--- config.mk ---
export PLATFORM = sky130hd
export DESIGN_NAME = dlp_luma
export DESIGN_NICKNAME = d
export VERILOG_FILES = /design/src/rtl/dlp_pkg.sv /design/src/rtl/dlp_luma.sv
export VERILOG_INCLUDE_DIRS = /design/src /design/src/rtl
export SDC_FILE = /design/constraint.sdc
export NUM_CORES = 1
export LEC_CHECK = 0
export BUFFER_PORTS_ARGS = -buffer_cell sky130_fd_sc_hd__buf_2
export CORE_MARGIN = 4
export CORE_UTILIZATION = 42
export DETAILED_ROUTE_END_ITERATION = 10
export HOLD_SLACK_MARGIN = 0.03
export PLACE_DENSITY = 0.58
export SETUP_SLACK_MARGIN = 0.3
export SLEW_MARGIN = 40
export SYNTH_ARGS = -nofsm -noshare
export SYNTH_HDL_FRONTEND = slang
export SYNTH_SLANG_ARGS = --single-unit
--- constraint.sdc ---
create_clock -name SYS_CLK -period 23.5 [get_ports SYS_CLK]
set_clock_uncertainty 0.2 [all_clocks]
set_input_delay 3.525 -clock SYS_CLK [delete_from_list [all_inputs] [get_ports SYS_CLK]]
set_output_delay 3.525 -clock SYS_CLK [all_outputs]
set_load 0.02 [all_outputs]
--- src/rtl/dlp_regs.svh ---
// Register map, field positions and constants of the luma processing path
//------------------------------------------------------------------------------
//------------------------------------------------------------------------------
`ifndef DLP_REGS_SVH
`define DLP_REGS_SVH

// Byte offsets on the register bus
`define DLP_OFS_CONTRAST 8'h00
`define DLP_OFS_BRIGHT   8'h04
`define DLP_OFS_BLX      8'h08
`define DLP_OFS_PEAK     8'h0c
`define DLP_OFS_SOFT1    8'h10
`define DLP_OFS_SOFT2    8'h14
`define DLP_OFS_HARD     8'h18
`define DLP_OFS_MEAS     8'h1c
`define DLP_OFS_TILT     8'h20

// Field positions
`define DLP_F_MAIN6   5:0
`define DLP_F_SIDE6   13:8
`define DLP_F_MAIN8   7:0
`define DLP_F_SIDE8   15:8
`define DLP_F_COEF    3:0
`define DLP_F_GAIN    7:4
`define DLP_F_THR     16:8
`define DLP_F_OVER    3:0
`define DLP_F_UNDER   7:4
`define DLP_F_SOFTEN  8
`define DLP_F_FSEL    9
`define DLP_F_TILT    8:0
`define DLP_F_SLOPE   15:12
`define DLP_F_LO9     8:0
`define DLP_F_HI9     24:16
`define DLP_HARD_MSB  8

// Reset values and arithmetic constants
`define DLP_CONTRAST_UNITY 6'h20
`define DLP_Y_MAX          9'h1ff
`define DLP_CONTRAST_SHIFT 5
`define DLP_COEF_SHIFT     4
`define DLP_GAIN_SHIFT     3
`define DLP_SOFT_SHIFT     4
`define DLP_PEAK_SHIFT     3
`define DLP_PEAK_CLIP      16'sh0040

`endif

--- src/rtl/dlp_pkg.sv ---
// Types shared by the luma processing path
package dlp_pkg;

  //----------------------------------------------------------------------------
  // Pixel carried down the pipeline with its priority attributes
  //----------------------------------------------------------------------------
  typedef struct packed {
    logic       vld;
    logic       side;
    logic       blx_en;
    logic       tsup;
    logic [8:0] y;
  } dlp_pix_t;

  //----------------------------------------------------------------------------
  // Software settings
  //----------------------------------------------------------------------------
  typedef struct packed {
    logic [5:0] contrast_m;
    logic [5:0] contrast_s;
    logic [7:0] bright_m;
    logic [7:0] bright_s;
    logic [3:0] tilt_coefficient;
    logic [3:0] expansion_gain;
    logic [8:0] expander_upper_threshold;
    logic [3:0] over_amt;
    logic [3:0] under_amt;
    logic       soften;
    logic       fsel;
    logic [8:0] tilt1;
    logic [3:0] slope1;
    logic [8:0] tilt2;
    logic [3:0] slope2;
    logic [8:0] hard;
  } dlp_cfg_t;

  //----------------------------------------------------------------------------
  // Whole state of the block
  //----------------------------------------------------------------------------
  typedef struct packed {
    dlp_cfg_t           cfg;
    logic [8:0]         mn;
    logic [8:0]         mx;
    logic [8:0]         lmin;
    logic [8:0]         lmax;
    logic [8:0]         lt;
    logic [8:0]         lp_prev;
    dlp_pix_t           s1;
    dlp_pix_t           s2;
    dlp_pix_t [4:0]     win;
    dlp_pix_t           s3;
    dlp_pix_t           s4;
    dlp_pix_t           s5;
    dlp_pix_t           s6;
    logic [8:0]         s5_org;
    logic [8:0]         y_out;
    logic               y_vld;
    logic [31:0]        prdata;
    logic               pslverr;
    logic               hold;
  } dlp_state_t;

endpackage : dlp_pkg

--- src/rtl/dlp_luma.sv ---
// Luma processing path: contrast, black expander, peaking, brightness, limiters
//
// The implementer's own choices: the placing of the registers and the APB slave port.
`timescale 1ns/1ps
`default_nettype none
`include "dlp_regs.svh"

module dlp_luma
  import dlp_pkg::*;
#(
  parameter int Y_IN_W = 8
)(
  // Clock, reset, enable
  input  wire logic              SYS_CLK,
  input  wire logic              RST_B,
  input  wire logic              CE,
  // APB slave
  input  wire logic              PSEL,
  input  wire logic              PENABLE,
  input  wire logic              PWRITE,
  input  wire logic [7:0]        PADDR,
  input  wire logic [31:0]       PWDATA,
  output logic [31:0]            PRDATA,
  output logic                   PREADY,
  output logic                   PSLVERR,
  // Luma in with priority attributes
  input  wire logic [Y_IN_W-1:0] Y_IN,
  input  wire logic              Y_VALID,
  input  wire logic              PRIO_SIDE,
  input  wire logic              PRIO_BLX_EN,
  input  wire logic              PRIO_TSUP_EN,
  input  wire logic              PRIO_SRC_SW,
  input  wire logic              FIELD_START,
  // Luma out
  output logic [8:0]             Y_OUT,
  output logic                   Y_OUT_VALID
);

  //----------------------------------------------------------------------------
  // Elaboration check
  //----------------------------------------------------------------------------
  // Internal scaling assumes at most eight input bits
  if (Y_IN_W < 1 || Y_IN_W > 8)
  begin : g_bad_width
    $error("Y_IN_W must lie between 1 and 8");
  end

  //----------------------------------------------------------------------------
  // Reset values
  //----------------------------------------------------------------------------
  localparam dlp_cfg_t CFG_RST = '{
    contrast_m:               `DLP_CONTRAST_UNITY,
    contrast_s:               `DLP_CONTRAST_UNITY,
    expander_upper_threshold: `DLP_Y_MAX,
    tilt1:                    `DLP_Y_MAX,
    tilt2:                    `DLP_Y_MAX,
    hard:                     `DLP_Y_MAX,
    default:                  '0
  };
  localparam dlp_state_t ST_RST = '{
    cfg:     CFG_RST,
    mn:      `DLP_Y_MAX,
    default: '0
  };

  //----------------------------------------------------------------------------
  // Arithmetic helpers
  //----------------------------------------------------------------------------
  // Clamp to the 9-bit luma range; negative results go to zero
  function automatic logic [8:0] sat9(input logic signed [15:0] v);
    if (v < 16'sh0000)
      return 9'h000;
    else if (v > $signed({7'h00, `DLP_Y_MAX}))
      return `DLP_Y_MAX;
    else
      return v[8:0];
  endfunction : sat9

  // Amount a limiter part removes: slope/16 of the excess over its tilt
  function automatic logic signed [15:0] soft_part(input logic [8:0] y,
                                                   input logic [8:0] t,
                                                   input logic [3:0] s);
    logic signed [15:0] ex;
    ex = $signed({7'h00, y}) - $signed({7'h00, t});
    if (y > t)
      return (ex * $signed({12'h000, s})) >>> `DLP_SOFT_SHIFT;
    else
      return 16'sh0000;
  endfunction : soft_part

  //----------------------------------------------------------------------------
  // State
  //----------------------------------------------------------------------------
  dlp_state_t r;
  dlp_state_t n;
  logic       pready_c;

  // No wait state: read data are fetched into a flop at the first enabled cycle of a
  // transfer, so a clock enable low during setup stalls the access instead of hanging it
  assign pready_c = CE & r.hold & PSEL & PENABLE;

  always_comb
  begin
    logic               err;
    logic [31:0]        rd;
    dlp_pix_t           pin;
    logic [5:0]         cset;
    logic signed [15:0] prod;
    logic [8:0]         lp;
    logic [8:0]         rng;
    logic [12:0]        tprod;
    logic signed [15:0] diff;
    logic [8:0]         tap_a;
    logic [8:0]         tap_b;
    logic signed [15:0] hp;
    logic signed [15:0] hps;
    logic [3:0]         amt;
    logic signed [15:0] term;
    logic [7:0]         bset;
    err   = 1'b0;
    rd    = '0;
    pin   = '0;
    cset  = '0;
    prod  = '0;
    lp    = '0;
    rng   = '0;
    tprod = '0;
    diff  = '0;
    tap_a = '0;
    tap_b = '0;
    hp    = '0;
    hps   = '0;
    amt   = '0;
    term  = '0;
    bset  = '0;
    n     = r;

    //--------------------------------------------------------------------------
    // APB slave
    //--------------------------------------------------------------------------
    unique case (PADDR)
      `DLP_OFS_CONTRAST:
      begin
        rd[`DLP_F_MAIN6] = r.cfg.contrast_m;
        rd[`DLP_F_SIDE6] = r.cfg.contrast_s;
      end
      `DLP_OFS_BRIGHT:
      begin
        rd[`DLP_F_MAIN8] = r.cfg.bright_m;
        rd[`DLP_F_SIDE8] = r.cfg.bright_s;
      end
      `DLP_OFS_BLX:
      begin
        rd[`DLP_F_COEF] = r.cfg.tilt_coefficient;
        rd[`DLP_F_GAIN] = r.cfg.expansion_gain;
        rd[`DLP_F_THR]  = r.cfg.expander_upper_threshold;
      end
      `DLP_OFS_PEAK:
      begin
        rd[`DLP_F_OVER]   = r.cfg.over_amt;
        rd[`DLP_F_UNDER]  = r.cfg.under_amt;
        rd[`DLP_F_SOFTEN] = r.cfg.soften;
        rd[`DLP_F_FSEL]   = r.cfg.fsel;
      end
      `DLP_OFS_SOFT1:
      begin
        rd[`DLP_F_TILT]  = r.cfg.tilt1;
        rd[`DLP_F_SLOPE] = r.cfg.slope1;
      end
      `DLP_OFS_SOFT2:
      begin
        rd[`DLP_F_TILT]  = r.cfg.tilt2;
        rd[`DLP_F_SLOPE] = r.cfg.slope2;
      end
      `DLP_OFS_HARD: rd[`DLP_F_LO9] = r.cfg.hard;
      `DLP_OFS_MEAS:
      begin
        rd[`DLP_F_LO9] = r.lmin;
        rd[`DLP_F_HI9] = r.lmax;
      end
      `DLP_OFS_TILT: rd[`DLP_F_LO9] = r.lt;
      default:       err = 1'b1;
    endcase

    if (PSEL && !r.hold)
    begin
      n.hold    = 1'b1;
      n.prdata  = rd;
      n.pslverr = err;
    end
    if (pready_c)
    begin
      n.hold = 1'b0;
      if (PWRITE && !r.pslverr)
      begin
        unique case (PADDR)
          `DLP_OFS_CONTRAST:
          begin
            n.cfg.contrast_m = PWDATA[`DLP_F_MAIN6];
            n.cfg.contrast_s = PWDATA[`DLP_F_SIDE6];
          end
          `DLP_OFS_BRIGHT:
          begin
            n.cfg.bright_m = PWDATA[`DLP_F_MAIN8];
            n.cfg.bright_s = PWDATA[`DLP_F_SIDE8];
          end
          `DLP_OFS_BLX:
          begin
            n.cfg.tilt_coefficient         = PWDATA[`DLP_F_COEF];
            n.cfg.expansion_gain           = PWDATA[`DLP_F_GAIN];
            n.cfg.expander_upper_threshold = PWDATA[`DLP_F_THR];
          end
          `DLP_OFS_PEAK:
          begin
            n.cfg.over_amt  = PWDATA[`DLP_F_OVER];
            n.cfg.under_amt = PWDATA[`DLP_F_UNDER];
            n.cfg.soften    = PWDATA[`DLP_F_SOFTEN];
            n.cfg.fsel      = PWDATA[`DLP_F_FSEL];
          end
          `DLP_OFS_SOFT1:
          begin
            n.cfg.tilt1  = PWDATA[`DLP_F_TILT];
            n.cfg.slope1 = PWDATA[`DLP_F_SLOPE];
          end
          `DLP_OFS_SOFT2:
          begin
            n.cfg.tilt2  = PWDATA[`DLP_F_TILT];
            n.cfg.slope2 = PWDATA[`DLP_F_SLOPE];
          end
          `DLP_OFS_HARD:
          begin
            // Top bit forced so the ceiling cannot fall below 256
            n.cfg.hard                = PWDATA[`DLP_F_LO9];
            n.cfg.hard[`DLP_HARD_MSB] = 1'b1;
          end
          default: n.hold = 1'b0;
        endcase
      end
    end

    //--------------------------------------------------------------------------
    // Stage 1: contrast with per-pixel set selection
    //--------------------------------------------------------------------------
    pin.vld    = Y_VALID;
    pin.side   = PRIO_SIDE;
    pin.blx_en = PRIO_BLX_EN;
    pin.tsup   = PRIO_TSUP_EN & PRIO_SRC_SW;
    cset       = PRIO_SIDE ? r.cfg.contrast_s : r.cfg.contrast_m;
    prod       = $signed(16'(Y_IN)) * $signed({10'h000, cset});
    pin.y      = sat9(prod >>> `DLP_CONTRAST_SHIFT);
    n.s1       = pin;

    //--------------------------------------------------------------------------
    // Stage 2: black level expander and its field measurement
    //--------------------------------------------------------------------------
    // Two-tap average halves single-sample noise spikes before they reach the min/max
    lp = 9'(({1'b0, r.s1.y} + {1'b0, r.lp_prev}) >> 1);
    if (r.s1.vld)
    begin
      n.lp_prev = r.s1.y;
      if (lp < r.mn)
        n.mn = lp;
      if (lp > r.mx)
        n.mx = lp;
    end
    rng   = r.mx - r.mn;
    tprod = 13'(r.cfg.tilt_coefficient) * 13'(rng);
    if (FIELD_START)
    begin
      // A field without samples keeps the old tilt
      if (r.mx >= r.mn)
      begin
        n.lmin = r.mn;
        n.lmax = r.mx;
        n.lt   = 9'(r.mn + 9'(tprod >> `DLP_COEF_SHIFT));
      end
      n.mn = `DLP_Y_MAX;
      n.mx = '0;
    end
    n.s2 = r.s1;
    if (r.s1.blx_en && r.s1.y < r.lt &&
        r.s1.y <= r.cfg.expander_upper_threshold)
    begin
      diff   = $signed({7'h00, r.s1.y}) - $signed({7'h00, r.lt});
      n.s2.y = sat9($signed({7'h00, r.s1.y}) +
                    ((diff * $signed({12'h000, r.cfg.expansion_gain})) >>> `DLP_GAIN_SHIFT));
    end

    //--------------------------------------------------------------------------
    // Stage 3: dynamic peaking on the window centre
    //--------------------------------------------------------------------------
    n.win = {r.win[3:0], r.s2};
    // Wide tap spacing puts the peak lower in frequency
    tap_a = r.cfg.fsel ? r.win[1].y : r.win[0].y;
    tap_b = r.cfg.fsel ? r.win[3].y : r.win[4].y;
    hp    = $signed({6'h00, r.win[2].y, 1'b0}) - $signed({7'h00, tap_a}) -
            $signed({7'h00, tap_b});
    // Clipping the detail bounds the correction, so big edges stay nearly untouched
    if (hp > `DLP_PEAK_CLIP)
      hps = `DLP_PEAK_CLIP;
    else if (hp < -`DLP_PEAK_CLIP)
      hps = -`DLP_PEAK_CLIP;
    else
      hps = hp;
    amt  = (hp >= 16'sh0000) ? r.cfg.over_amt : r.cfg.under_amt;
    term = (hps * 16'($signed(amt))) >>> `DLP_PEAK_SHIFT;
    if (r.cfg.soften)
      term = -term;
    if (r.win[2].tsup)
      term = 16'sh0000;
    n.s3   = r.win[2];
    n.s3.y = sat9($signed({7'h00, r.win[2].y}) + term);

    //--------------------------------------------------------------------------
    // Stage 4: brightness, doubled so 8 bits span the whole 9-bit range
    //--------------------------------------------------------------------------
    bset   = r.s3.side ? r.cfg.bright_s : r.cfg.bright_m;
    n.s4   = r.s3;
    n.s4.y = sat9($signed({7'h00, r.s3.y}) + (16'($signed(bset)) <<< 1));

    //--------------------------------------------------------------------------
    // Stages 5 to 7: soft limiter parts and hard clip
    //--------------------------------------------------------------------------
    n.s5     = r.s4;
    n.s5_org = r.s4.y;
    n.s5.y   = sat9($signed({7'h00, r.s4.y}) -
                    soft_part(r.s4.y, r.cfg.tilt1, r.cfg.slope1));
    // Part two works on the limiter input, so steep slopes can fold the curve
    n.s6     = r.s5;
    n.s6.y   = sat9($signed({7'h00, r.s5.y}) -
                    soft_part(r.s5_org, r.cfg.tilt2, r.cfg.slope2));
    n.y_out  = (r.s6.y > r.cfg.hard) ? r.cfg.hard : r.s6.y;
    n.y_vld  = r.s6.vld;
  end

  always_ff @(posedge SYS_CLK)
  begin
    if (!RST_B)
      r <= ST_RST;
    else if (CE)
      r <= n;
  end

  assign PRDATA      = r.prdata;
  assign PREADY      = pready_c;
  assign PSLVERR     = pready_c & r.pslverr;
  assign Y_OUT       = r.y_out;
  assign Y_OUT_VALID = r.y_vld;
endmodule : dlp_luma
`default_nettype wire

==> out/metrics.cfg, run 1 <==
[sta]
max-slew-margin-rel_pct=46.1
slew_violations=0
setup_viol=0
fin_ws_ns=12.56
clock.fmax_ghz=0.0914
rsz0062_at_grt=no
fin_crit_sh_pct=46.5
hold_ws_ns=0.254
period_minus_slack_ns=10.94
finalHoldViolCount=0
setup_tns_ns=0
tightest_slew_ns=0.788

[status]
outcome=complete, no violations

[cts]
cts_tree=built
clock_latency_ns=0.56
cts.clk_slew.worst_paths_ns=0.06
cts_made_buffers=37
clockRootBuffer=clkbuf_16
clock-sinks=309
hold_buffers=0
clockBufferDepth=3
cts-resized-gates=0
cts_setup_buffers=0
htreeDepth=2

[cells_and_area]
mostFrequentLayoutCells=353 x nand2_1, 338 x inv_1, 309 x dfxtp_1, 302 x nor2_1, 287 x ha_1
nNetsFinal=3682
drive_gt1_share_pct=7.64
area_delta_synth_final_pct=7.93
mostFrequentLayoutCell=nand2_1
fin_util_pct=45.8

[global_route]
antenna_found_initial=4
grt_max_degree=106
grt_pass1_wl_um=115000
overflow=0
grt_pass1_vias=21500
grt.total_usage_pct=21.0

[placement]
place.gp.congestion=0.914
hpwl_um=57300
portBuffers=81
dp_slack_ns=12.67

[synthesis]
ys_seq_elements=309
yosys.area_share.xor_xnor_pct=4.95
synth-compound-area-share_pct=16.8
ys_warn_count=0
synth-simple-area-share_pct=17.3
synth_top_family_by_area=adder cells
synth.largest_area_cell=dfxtp_1
avgSynthCellArea_um2=8.34
synth_flop_cell=dfxtp_1
synth_edf_count=0
netlist_area_mm2=0.0268
synth-seq-area-share_pct=23.1
ys_async_sr_fraction_pct=0
synth_area_leaders=dfxtp_1 23%, ha_1 13%, fa_1 10%, mux2i_1 5.2%, nand2_1 4.9%
synth_top_area_share_pct=23.1
synthAdderAreaFrac_pct=23.6
ys_types=92
synthCells=3214
synth.mux.area_fraction_pct=6.53

[setup_path]
cpMostUsedCell=ha_1
critical_path.startpoint_type=flip-flop
slowest_delay_ns=0.58
worstPathRequired_ns=23.68
crit_arrival_ns=11.12
crit_path_end_kind=flip-flop
path_class=reg -> reg
path_max_fanout=18
crit_slowest_cell=fa_1

[drt]
finalWirelength_um=72000
drtIter0Drc=1531
vias_per_cell=5.43
drtAntennaViolNets=0
first_pass_iters=6
vias=22100
drc_errors=0
wl_per_cell_um=17.7

[pwr]
p_clk_share_pct=45.5
power_frac_seq_pct=43.0
intPower_w=0.000912
switching_power_w=0.000331
sw_frac_of_total_pct=26.6
p_total_w=0.00124
p_leak_nw=13.7
max-vdd-ir-drop_mv=0.0408
comb_power_share_pct=11.4
power_density_mw_per_mm2=43.0

[floorplanning]
die_y_um=261
dieArea_mm2=0.0679
rows=92
start_util_pct=42.5
chipWidth_um=261
ios=104
core_area_mm2=0.0631

[flow_run]
maxCapViolCount=0

[worst_hold_path]
hold_class=reg -> reg

[Yosys cell counts, types with 18 or more instances]
| master | count |
|---|---|
| inv_1 | 338 |
| a22oi_1 | 47 |
| a21o_1 | 46 |
| and2_1 | 96 |
| xnor2_1 | 95 |
| nor3_1 | 46 |
| nand2b_1 | 36 |
| xor2_1 | 51 |
| a211oi_1 | 19 |
| nor2_1 | 303 |
| nor2b_1 | 58 |
| nand3_1 | 27 |
| nand2_1 | 353 |
| o21a_1 | 36 |
| mux2_2 | 29 |
| buf_4 | 43 |
| mux2i_1 | 140 |
| clkbuf_1 | 96 |
| o21bai_1 | 18 |
| dfxtp_1 | 309 |
| o21ai_0 | 71 |
| fa_1 | 137 |
| o211ai_1 | 38 |
| a21oi_1 | 218 |
| ha_1 | 287 |
[cell type report]
class | instances | area (um^2)
Fill cell | 6280 | 34200
Multi-Input combinational cell | 2411 | 18600
Sequential cell | 309 | 6190
Inverter | 341 | 1280
Clock buffer | 54 | 1100
Tap cell | 846 | 1060
Timing Repair Buffer | 98 | 558
Clock inverter | 8 | 81.3
Antenna cell | 2 | 5.00
[worst max-delay path, delay by kind of cell (launching register included)]
kind,cells,cell delay (ns)
and+or+nand+nor,10,2.12
adders and majority gates,10,4.03
buffers and inverters,4,0.64
AOI/OAI and AO/OA,13,2.83
muxes,2,0.40
xor gates and xnor gates,1,0.09
DFF,1,0.43
[power by group through the flow]
stage	clock network [W]	logic (W)	registers, W
finish	0.000566	0.000142	0.000535
global route	0.000598	0.000157	0.000535
CTS	0.000580	0.000141	0.000535
detailed placement	0	0.000140	0.000547
global placement	0	0.000137	0.000546
floorplan	0	0.000105	0.000543
[state kept, by name, indices dropped and copies added (netlist names)]
register	count
PRDATA	25
Y_OUT	9
Y_OUT_VALID	1
n	75
r	199
[kinds of logic (layout without fill, tap and decap cells)]
logic type	count (synthesis)	count (layout)
other cells	1	9
buf+inv	500	501
compound gates	652	652
mux	170	170
simple gates	1010	1010
fa+ha+maj	424	424
xor+xnor	148	148
flops	309	309
[layer usage]
metal / wire length, um / GRT usage, % / up-vias
li1: - / - / 10800
met4: 2310 / 7.34 / 6
met5: 34 / 0 / -
met1: 33000 / 29.0 / 10600
met2: 32300 / 33.6 / 557
met3: 4290 / 3.18 / 110
[stage by stage]
stage               instances  instance area (um^2)
global route             4068                 28900
finish                   4069                 28900
global placement         4001                 27600
detailed placement       4003                 27700
CTS                      4065                 28900
floorplan                3220                 26800
[final timing paths]
kind | slack, ns | from | depth (start not counted) | endpoint
setup / recovery | 12.56 | r[285]$_SDFFE_PN0P_ | 40 | r[99]$_SDFFE_PN0P_
hold / removal | 0.25 | r[196]$_SDFFE_PN0P_ | 2 | r[196]$_SDFFE_PN0P_
setup reg to reg | 12.56 | r[285]$_SDFFE_PN0P_ | 40 | r[99]$_SDFFE_PN0P_
hold reg to reg | 0.25 | r[196]$_SDFFE_PN0P_ | 2 | r[196]$_SDFFE_PN0P_
Note: power is estimated with default switching activity, not from simulation.
==> run 2, diff against run 1 <==
==> constraint.sdc (replaced) <==
create_clock -name SYS_CLK -period 10.3 [get_ports SYS_CLK]
set_clock_uncertainty 0.2 [all_clocks]
set_input_delay 1.545 -clock SYS_CLK [delete_from_list [all_inputs] [get_ports SYS_CLK]]
set_output_delay 1.545 -clock SYS_CLK [all_outputs]
set_load 0.02 [all_outputs]
==> out/metrics.cfg, run 2 (synthesized netlist as in run 1, its figures left out) <==
[status]
outcome=complete, no violations

[floorplanning]
core_area_mm2=0.0631  ; unchanged
die_y_um=261  ; unchanged
rows=92  ; unchanged
dieArea_mm2=0.0679  ; unchanged
chipWidth_um=261  ; unchanged
start_util_pct=42.5  ; unchanged
ios=104  ; unchanged

[sta]
fin_crit_sh_pct=95.1  ; +49 points
rsz0062_at_grt=yes
setup_tns_ns=0  ; unchanged
tightest_slew_ns=0.850  ; +0.0622 ns
max-slew-margin-rel_pct=43.3  ; -2.8 points
fin_ws_ns=0.510  ; -12.05 ns
hold_ws_ns=0.259  ; +0.00433 ns
clock.fmax_ghz=0.102  ; +12%
period_minus_slack_ns=9.79  ; -1.15 ns
setup_viol=0  ; unchanged
slew_violations=0  ; unchanged
finalHoldViolCount=0  ; unchanged

[setup_path]
critical_path.startpoint_type=flip-flop
path_depth=38  ; -5.0%
worst-path-buf-inv=4  ; unchanged
crit_slowest_cell=fa_2
slowest_delay_ns=0.59  ; about the same
path_max_fanout=6  ; -12
path_class=reg -> reg
crit_arrival_ns=10.02  ; -1.10 ns
critPathTopFamily=adder cells
crit_path_end_kind=flip-flop
worstPathRequired_ns=10.53  ; -13.15 ns
ff2ff_path_depth=38  ; -5.0%

[drt]
first_pass_iters=6  ; unchanged
finalWirelength_um=74000  ; +2.8%
drtIter0Drc=1509  ; -1.4%
drtAntennaViolNets=0  ; unchanged
vias_per_cell=5.42  ; -0.16%
drc_errors=0  ; unchanged
vias=22400  ; +1.3%
wl_per_cell_um=17.9  ; +1.3%

[global_route]
grt_pass1_vias=21500  ; -0.28%
grt_pass1_wl_um=116000  ; +1.2%
grt.total_usage_pct=21.2  ; +0.20 points
grt_max_degree=85  ; -20%
overflow=0  ; unchanged
antenna_found_initial=4  ; unchanged

[cells_and_area]
mostFrequentLayoutCells=353 x nand2_1, 336 x inv_1, 308 x dfxtp_1, 293 x nor2_1, 280 x ha_1
top_register=r
drive_gt1_share_pct=10.9  ; +3.3 points
mostFrequentLayoutCell=nand2_1
area_delta_synth_final_pct=10.9
nNetsFinal=3735  ; +1.4%
largest_register_ffs=199  ; unchanged

[pwr]
power_density_mw_per_mm2=100  ; +130%
max-vdd-ir-drop_mv=0.0943  ; +130%
p_leak_nw=14.0  ; +2.5%

[cts]
clockRootBuffer=clkbuf_16
cts.clk_slew.worst_paths_ns=0.06  ; about the same
htreeDepth=2  ; unchanged
clock_latency_ns=0.57  ; about the same
cts_made_buffers=38  ; +2.7%
clock-sinks=309  ; unchanged
clockBufferDepth=3  ; unchanged
cts_tree=built
hold_buffers=0  ; unchanged

[placement]
portBuffers=81  ; unchanged
place.gp.congestion=0.900  ; -1.6%
dp_slack_ns=-0.0000275  ; -12.67 ns
hpwl_um=57800  ; +0.90%

[worst_hold_path]
whs_path_depth=2  ; unchanged
hold_class=reg -> reg

[flow_run]
maxCapViolCount=0  ; unchanged

run 2: cell types whose count changed in the layout (fill, tap and decap cells not counted), sizes merged:
cell      change
bufinv        +2
o41ai         +1
diode         -1
buf          +51
inv           +4
clkinv        +3
clkbuf        -4
clkinvlp      +2
run 2: cell type report:
class                   instances  area [um^2]
multi-input cells            2412        18900
repair buffers                149          977
fillers                      6205        33400
clock inverters                19          220
diodes                          1         2.50
well taps                     846         1060
flip-flops and latches        309         6190
inverters                     341         1280
clock buffers                  50         1050
run 2: metal layers:
metal  wire length [um]  vias to the layer above  GRT usage [%]
met5                 13                        -              0
met4               1730                        2           4.98
met2              33200                      455           34.0
met3               3730                      108           3.19
li1                   -                    11000              -
met1              35300                    10800           30.2
run 2: worst paths after layout:
path | start | end | slack (ns)
setup / recovery | r[285]$_SDFFE_PN0P_ | r[93]$_SDFFE_PN0P_ | 0.51
hold / removal | r[196]$_SDFFE_PN0P_ | r[196]$_SDFFE_PN0P_ | 0.26
setup reg to reg | r[285]$_SDFFE_PN0P_ | r[93]$_SDFFE_PN0P_ | 0.51
hold reg to reg | r[196]$_SDFFE_PN0P_ | r[196]$_SDFFE_PN0P_ | 0.26
run 2: through the flow:
stage	total power (W)	cells	utilization, %	instance area, um^2
after floorplan	0.00148	3220	-	26800
after global placement	0.00158	4024	44.1	27800
after detailed placement	0.00159	4026	44.2	27900
after CTS	0.00297	4101	46.4	29200
after global routing	0.00309	4126	47.1	29700
final	0.00298	4127	47.1	29700
run 2: tightest hold or removal path, delay by kind of cell (launching register included):
kind	cells	cell delay, ns
DFF	1	0.30
AOI/OAI and AO/OA	1	0.05
and+or+nand+nor	1	0.05
run 2: power by group:
part | total (W) | switching (W) | internal (W)
sequential | 0.00122 | 0.0000150 | 0.00121
combinational | 0.000393 | 0.000232 | 0.000161
clock | 0.00136 | 0.000561 | 0.000801
total | 0.00298 | 0.000808 | 0.00217
run 2: timing repair:
item / CTS / global route
pin swaps: 6 / 51
gates resized for setup: 12 / 66
setup buffers: 5 / 22
endpoints found under the setup margin: 9 / 9
cloned: 1 / 0
